**src/logic/eeprom_guard_pkg.sv**
```systemverilog
package eeprom_guard_pkg;

	// ------------------------------------------------------------
	// Instruction encoding
	// ------------------------------------------------------------
	localparam int         OP_W     = 2;
	localparam logic [1:0] OP_EXT   = 2'h0;  // Extended group, sub-code in address
	localparam logic [1:0] OP_WRITE = 2'h1;
	localparam logic [1:0] OP_READ  = 2'h2;
	localparam logic [1:0] OP_ERASE = 2'h3;

	// Extended sub-codes, top two address bits
	localparam logic [1:0] EXT_DIS   = 2'h0;  // program_disable_instruction
	localparam logic [1:0] EXT_PSET  = 2'h1;  // Load protect boundary (data word)
	localparam logic [1:0] EXT_PLOCK = 2'h2;  // Freeze boundary until the next reset
	localparam logic [1:0] EXT_EN    = 2'h3;  // Program enable

	// ------------------------------------------------------------
	// Timing
	// ------------------------------------------------------------
	localparam int CLK_PERIOD_NS = 8;
	localparam int T_WP_NS       = 5000000;  // Self-timed programming time
	localparam int WP_CYCLES     = T_WP_NS / CLK_PERIOD_NS;

	// ------------------------------------------------------------
	// Reset values
	// ------------------------------------------------------------
	localparam logic PROG_EN_RST = 1'h0;  // Power-up in program disable
	localparam logic LOCK_RST    = 1'h0;

endpackage

```
**src/logic/prog_if.sv**
```systemverilog
`timescale 1ns/1ns
`default_nettype none

// Start/busy/done handshake between frame logic and programming timer
interface prog_if;
	logic start;
	logic busy;
	logic done;

	modport ctrl  (output start, input  busy, input  done);
	modport timer (input  start, output busy, output done);
endinterface

`default_nettype wire

```
**src/logic/eeprom_guard.sv**
```systemverilog
`timescale 1ns/1ns
`default_nettype none

module eeprom_guard
	import eeprom_guard_pkg::*;
#(
	parameter int ADDR_W = 6,
	parameter int DATA_W = 16,
	parameter int WP_CYC = WP_CYCLES
) (
	input  wire logic clk,
	input  wire logic arst_n,
	input  wire logic cs,
	input  wire logic shift_clock,
	input  wire logic di,
	input  wire logic protect_pin,
	output wire logic data_out,
	output wire logic data_out_oe
);
	localparam int DEPTH = 1 << ADDR_W;
	localparam int SH_W  = DATA_W;
	localparam int CNT_W = 8;

	typedef enum logic [2:0] {
		ST_IDLE   = 3'h0,
		ST_CMD    = 3'h1,
		ST_DATA   = 3'h2,
		ST_READ   = 3'h3,
		ST_LOADED = 3'h4,
		ST_DONE   = 3'h5
	} state_e;

	typedef struct packed {
		logic                         sk1, sk2, sk3;
		logic                         cs1, cs2, cs3;
		logic                         di1, di2;
		logic                         pe1, pe2;
		state_e                       st;
		logic [CNT_W-1:0]             cnt;
		logic [SH_W-1:0]              sh;
		logic [OP_W-1:0]              op;
		logic [ADDR_W-1:0]            addr;
		logic [DATA_W-1:0]            wdata;
		logic                         prog_en;
		logic                         locked;
		logic [ADDR_W:0]              bound;
		logic                         perase;
		logic [ADDR_W-1:0]            paddr;
		logic [DATA_W-1:0]            pdata;
		logic                         dout;
		logic                         dout_oe;
		logic [DEPTH-1:0][DATA_W-1:0] mem;
	} core_s;

	core_s r;
	core_s n;
	logic  rst_s1, rst_n_q;
	logic  sk_rise, cs_rise, cs_fall, start_d;
	logic  [1:0] ext;
	logic  [SH_W-1:0] sh_in;

	prog_if pg ();

	// ------------------------------------------------------------
	// Reset release
	// ------------------------------------------------------------
	always_ff @(posedge clk or negedge arst_n) begin
		if (!arst_n) begin
			rst_s1  <= 1'b0;
			rst_n_q <= 1'b0;
		end else begin
			rst_s1  <= 1'b1;
			rst_n_q <= rst_s1;
		end
	end

	prog_timer #(.WP_CYC(WP_CYC)) u_timer (
		.rst_n (rst_n_q),
		.clk   (clk),
		.pg    (pg.timer)
	);

	// Pin edges, taken from second and third sync stages
	assign sk_rise  = r.sk2 & ~r.sk3;
	assign cs_rise  = r.cs2 & ~r.cs3;
	assign cs_fall  = ~r.cs2 & r.cs3;
	assign ext      = r.addr[ADDR_W-1 -: 2];
	assign sh_in    = {r.sh[SH_W-2:0], r.di2};
	assign pg.start = start_d;

	// ------------------------------------------------------------
	// Frame decode, guard and array update
	// ------------------------------------------------------------
	always_comb begin
		n       = r;
		start_d = 1'b0;
		{n.sk1, n.sk2, n.sk3} = {shift_clock, r.sk1, r.sk2};
		{n.cs1, n.cs2, n.cs3} = {cs, r.cs1, r.cs2};
		{n.di1, n.di2}        = {di, r.di1};
		{n.pe1, n.pe2}        = {protect_pin, r.pe1};
		n.dout_oe = r.cs2;

		// Finished programming cycle lands in the array
		if (pg.done) begin
			if (r.perase) begin
				n.mem[r.paddr] = '1;
			end else begin
				n.mem[r.paddr] = r.pdata;
			end
		end

		if (cs_rise) begin
			n.st  = ST_IDLE;
			n.cnt = '0;
		end else if (cs_fall) begin
			// Program only when the frame ended right after its last bit
			if (r.st == ST_LOADED) begin
				case (r.op)
				OP_WRITE, OP_ERASE: begin
					// Drop in disable mode or inside protected region
					if (r.prog_en && ({1'b0, r.addr} < r.bound)
					    && !pg.busy) begin
						start_d  = 1'b1;
						n.perase = (r.op == OP_ERASE);
						n.paddr  = r.addr;
						n.pdata  = r.wdata;
					end
				end
				OP_EXT: begin
					case (ext)
					EXT_EN:  n.prog_en = 1'b1;
					EXT_DIS: n.prog_en = 1'b0;
					EXT_PSET: begin
						if (r.pe2 && !r.locked) begin
							n.bound = r.wdata[ADDR_W:0];
						end
					end
					EXT_PLOCK: begin
						if (r.pe2) begin
							n.locked = 1'b1;
						end
					end
					default: n.prog_en = r.prog_en;
					endcase
				end
				default: n.st = ST_IDLE;
				endcase
			end
			n.st = ST_IDLE;
		end else if (r.cs2 && sk_rise && !pg.busy) begin
			case (r.st)
			ST_IDLE: begin
				if (r.di2) begin
					n.st  = ST_CMD;
					n.cnt = '0;
				end
			end
			ST_CMD: begin
				n.sh  = sh_in;
				n.cnt = r.cnt + CNT_W'(1);
				if (r.cnt == CNT_W'(OP_W + ADDR_W - 1)) begin
					n.op   = sh_in[ADDR_W+1 -: 2];
					n.addr = sh_in[ADDR_W-1:0];
					n.cnt  = '0;
					if (n.op == OP_READ) begin
						n.st   = ST_READ;
						n.sh   = r.mem[n.addr];
						n.dout = 1'b0;  // Dummy bit ahead of data
					end else if (n.op == OP_WRITE || (n.op == OP_EXT
					    && n.addr[ADDR_W-1 -: 2] == EXT_PSET)) begin
						n.st = ST_DATA;
					end else begin
						n.st = ST_LOADED;
					end
				end
			end
			ST_DATA: begin
				n.sh  = sh_in;
				n.cnt = r.cnt + CNT_W'(1);
				if (r.cnt == CNT_W'(DATA_W - 1)) begin
					n.wdata = sh_in;
					n.st    = ST_LOADED;
				end
			end
			ST_READ: begin
				n.dout = r.sh[SH_W-1];
				n.sh   = {r.sh[SH_W-2:0], 1'b0};
				n.cnt  = r.cnt + CNT_W'(1);
				if (r.cnt == CNT_W'(DATA_W - 1)) begin
					n.st = ST_DONE;
				end
			end
			ST_LOADED: n.st = ST_DONE;  // Late edge voids the request
			ST_DONE:   n.st = ST_DONE;
			default:   n.st = ST_IDLE;
			endcase
		end

		// Idle with chip select: show ready (1) or busy (0)
		if (r.cs2 && r.st == ST_IDLE) begin
			n.dout = ~pg.busy;
		end
	end

	// State register
	always_ff @(posedge clk or negedge rst_n_q) begin
		if (!rst_n_q) begin
			r         <= '0;
			r.prog_en <= PROG_EN_RST;
			r.locked  <= LOCK_RST;
			r.bound   <= (ADDR_W + 1)'(DEPTH);
		end else begin
			r <= n;
		end
	end

	assign data_out    = r.dout;
	assign data_out_oe = r.dout_oe;
endmodule

`default_nettype wire

```
**src/logic/prog_timer.sv**
```systemverilog
`timescale 1ns/1ns
`default_nettype none

module prog_timer #(
	parameter int WP_CYC = 625000
) (
	input  wire logic rst_n,
	input  wire logic clk,
	prog_if.timer     pg
);
	localparam int CW = $clog2(WP_CYC + 1);

	typedef struct packed {
		logic [CW-1:0] cnt;
		logic          busy;
		logic          done;
	} tmr_s;

	tmr_s r;
	tmr_s n;

	// ------------------------------------------------------------
	// Fixed-length count, the host has no way to alter it
	// ------------------------------------------------------------
	always_comb begin
		n      = r;
		n.done = 1'b0;
		if (!r.busy && pg.start) begin
			n.busy = 1'b1;
			n.cnt  = CW'(WP_CYC - 1);
		end else if (r.busy) begin
			if (r.cnt == '0) begin
				n.busy = 1'b0;
				n.done = 1'b1;
			end else begin
				n.cnt = r.cnt - CW'(1);
			end
		end
	end

	// State register
	always_ff @(posedge clk or negedge rst_n) begin
		if (!rst_n) begin
			r <= '0;
		end else begin
			r <= n;
		end
	end

	assign pg.busy = r.busy;
	assign pg.done = r.done;

endmodule

`default_nettype wire

```
**config.mk**
```make
export PLATFORM = sky130hd
export DESIGN_NAME = eeprom_guard
export DESIGN_NICKNAME = d
export VERILOG_FILES = /design/src/logic/eeprom_guard_pkg.sv /design/src/logic/prog_if.sv /design/src/logic/eeprom_guard.sv /design/src/logic/prog_timer.sv
export SDC_FILE = /design/constraint.sdc
export NUM_CORES = 2
export LEC_CHECK = 0
export BUFFER_PORTS_ARGS = -buffer_cell sky130_fd_sc_hd__buf_2
export CORE_ASPECT_RATIO = 1.2
export CORE_UTILIZATION = 35
export DETAILED_ROUTE_END_ITERATION = 16
export PLACE_DENSITY_LB_ADDON = 0.08
export SYNTH_ARGS = -nofsm -noshare
export SYNTH_HDL_FRONTEND = slang
export SYNTH_SLANG_ARGS = --single-unit
```
**constraint.sdc**
```tcl
create_clock -name clk -period 64.3 [get_ports clk]
set_clock_uncertainty 0.05 [all_clocks]
set_input_delay 12.86 -clock clk [delete_from_list [all_inputs] [get_ports clk]]
set_output_delay 12.86 -clock clk [all_outputs]
set_load 0.01 [all_outputs]
```
==> impl_metrics.json <==
{
  "crit_end": "data_out_oe",
  "power_mw": 1.52,
  "cts.clk_slew.worst_paths_ps": 60,
  "drive_gt1_share_pct": 14.0,
  "ant_nets": 0,
  "firstDrtPassIters": 5,
  "synth-edff-count": 0,
  "maxCapViolCount": 0,
  "fin_ws_ps": 50080,
  "syn-cell-area_sq_um": 50100,
  "area_growth_pct": 12.2,
  "status": "completed",
  "dr.first_iter.drc_count": 2299,
  "synthDistinctLibCells": 78,
  "row_count": 151,
  "r2r_start": "r[1111]",
  "cpMaxStageDelayCell": "dfrtp_1",
  "path_max_fanout": 3,
  "r2r_cells": 8,
  "crit_chain": "buf_2",
  "drc": 0,
  "wl_per_cell_um": 25.0,
  "final_common_cell": "dfrtp_1",
  "ys.flop_type": "dfrtp_1",
  "ys_async_sr_fraction_pct": 100,
  "synth-seq-area-share_pct": 57.1,
  "syn_inst": 4712,
  "numCtsBuffers": 131,
  "powerDensity_nw_per_um2": 27.0,
  "synth_area_leaders": "dfrtp_1, mux4_2, o21ai_0, a21oi_1, nand2_1",
  "wl_um": 163000,
  "hp-class": "register to register",
  "cp-start-kind": "register",
  "total_leakage_power_nw": 24.5,
  "crit_cells": 1,
  "die_w_um": 347,
  "grt_antenna_before_repair": 3,
  "grt_max_degree": 152,
  "grt_first_pass_wirelength_um": 246000,
  "syn_nets": 4730,
  "path_class": "register to primary output",
  "dieArea_sq_um": 145000,
  "post_cts_buffers": 0,
  "place_area_sq_um": 51900,
  "ctsHoldBuffers": 0,
  "gp_congestion": 0.794,
  "ios": 8,
  "setup_viol": 0,
  "fmax_mhz": 70.3,
  "numPortBuffers": 7,
  "hold_violations": 0,
  "die_h_um": 416,
  "cts.sinks": 1142,
  "clock-root-buffer": "clkbuf_16",
  "vias_per_cell": 5.30,
  "path_delay_family": "flip-flops",
  "grt_pass1_vias": 35195,
  "htreeDepth": 4,
  "rrSetupSlack_ps": 59630,
  "synth_seq_cells": 1142,
  "r2r-end": "r[1084]",
  "finalNetCount": 4581,
  "cts_resized": 0,
  "cts_tree": "yes",
  "yosysTopAreaCell": "dfrtp_1",
  "clk_latency_ps": 770,
  "period_minus_slack_ps": 14220,
  "hpwl_um": 98200,
  "syn_area_per_cell_sq_um": 10.6,
  "initial_core_util_pct": 35.4,
  "critPathMaxStageDelay_ps": 390,
  "grt_remaining_overflow": 0,
  "vias": 34459,
  "tightest_slew_ps": 1220,
  "fin_util_pct": 39.7,
  "cts_max_path_buffers": 3,
  "yosysWarnings": 0,
  "grt.total_usage_pct": 23.0,
  "holdPathStages": 0,
  "worst-path-buf-inv": 1,
  "fin_setup_tns_ps": 0,
  "fin_area_sq_um": 56200,
  "arrival_ps": 1310,
  "crit_start": "data_out_oe",
  "min_period_over_period_pct": 22.1,
  "core_area_sq_um": 142000,
  "cp-end-kind": "primary output",
  "final-max-slew-violation-count": 0,
  "required_ps": 51390,
  "pre_cts_slack_ps": 50870,
  "final_cell_mix": "dfrtp_1, nand2_1, nor2_1, o21ai_0, a21oi_1",
  "maxSlewHeadroom_pct": 18.4,
  "synth_top_area_share_pct": 57.0,
  "vdd_drop_max_mv": 0.0270,
  "rsz0062_at_grt": "no"
}
cells in the mapped netlist, types with 5 or more instances:
master and n:
ha_1 12, a31oi_1 10, buf_2 38, clkbuf_1 339
a21oi_1 541, dfrtp_1 1141, o21ai_0 548, or4_1 5
mux2_2 62, nor2b_1 18, mux2i_1 196, mux4_2 186
nor4b_1 5, o211ai_1 12, buf_1 5, nand4_1 10
nor4_1 9, buf_6 7, or3_1 6, nand2_1 617
xnor2_1 10, nor2_1 597, o32ai_1 12, a22oi_1 67
nand2b_1 13, nor3_1 40, and3_1 7, nand3_1 52
a2111oi_0 5, inv_1 17, xor2_1 7, a221oi_1 5
o22ai_1 23, buf_4 21
flip-flops by register name (all words and copies together), names as in the netlist:
register and flops:
r 1108, u_timer.r 20, n 6, ext 2, data_out 1, data_out_oe 1
rst_n_q 1, rst_s1 1, u_timer.pg.busy 1, u_timer.pg.done 1
cells by family (layout without fill, tap and decap cells):
logic type	count (synthesis)	after routing	synth area share (%)
simple gates	1407	1407	11.4
compound gates	1258	1258	13.5
flops	1142	1142	57.1
mux	446	446	13.8
buf+inv	429	377	3.60
xor+xnor	17	17	0.297
fa+ha+maj	12	12	0.300
other cells	1	3	0.00749
report_power, final:
group | switching, mW | leakage [nW] | total (mW) | internal, mW
Clock | 0.309 | 2.08 | 0.747 | 0.438
Sequential | 0.00406 | 15.9 | 0.724 | 0.720
Combinational | 0.0358 | 6.55 | 0.0490 | 0.0132
per-stage QoR:
stage          std cells  hold slack, ps
6_report            6498             302
2_1_floorplan       4712             281
4_1_cts             6496             308
3_3_place_gp        6266             288
3_5_place_dp        6266             292
5_1_grt             6496             314
layout make-up:
cell class | instances | area (sq um)
Fill cell | 13885 | 85300
Timing Repair Buffer | 129 | 1030
Sequential cell | 1142 | 28600
Clock inverter | 29 | 354
Antenna cell | 2 | 5.00
Inverter | 18 | 67.6
Tap cell | 1836 | 2300
Multi-Input combinational cell | 3141 | 20000
Clock buffer | 201 | 3900
routing by layer:
layer / global-route usage, % / vias up / part of all wire (%)
met3: 2.91 / 210 / 3.2
met5: 0 / - / 0
met4: 7.51 / 0 / 3.0
met1: 30.5 / 17524 / 44
met2: 39.0 / 556 / 49
li1: - / 16169 / -
how the worst min path moves through the flow:
stage	end	start
after global placement	n[1024]	n[1114]
after CTS	n[1024]	n[1114]
final	n[1024]	n[1114]
after global routing	n[1024]	n[1114]
after floorplan	n[1024]	n[1114]
after detailed placement	n[1024]	n[1114]
Power figures use the tool's default switching activity.
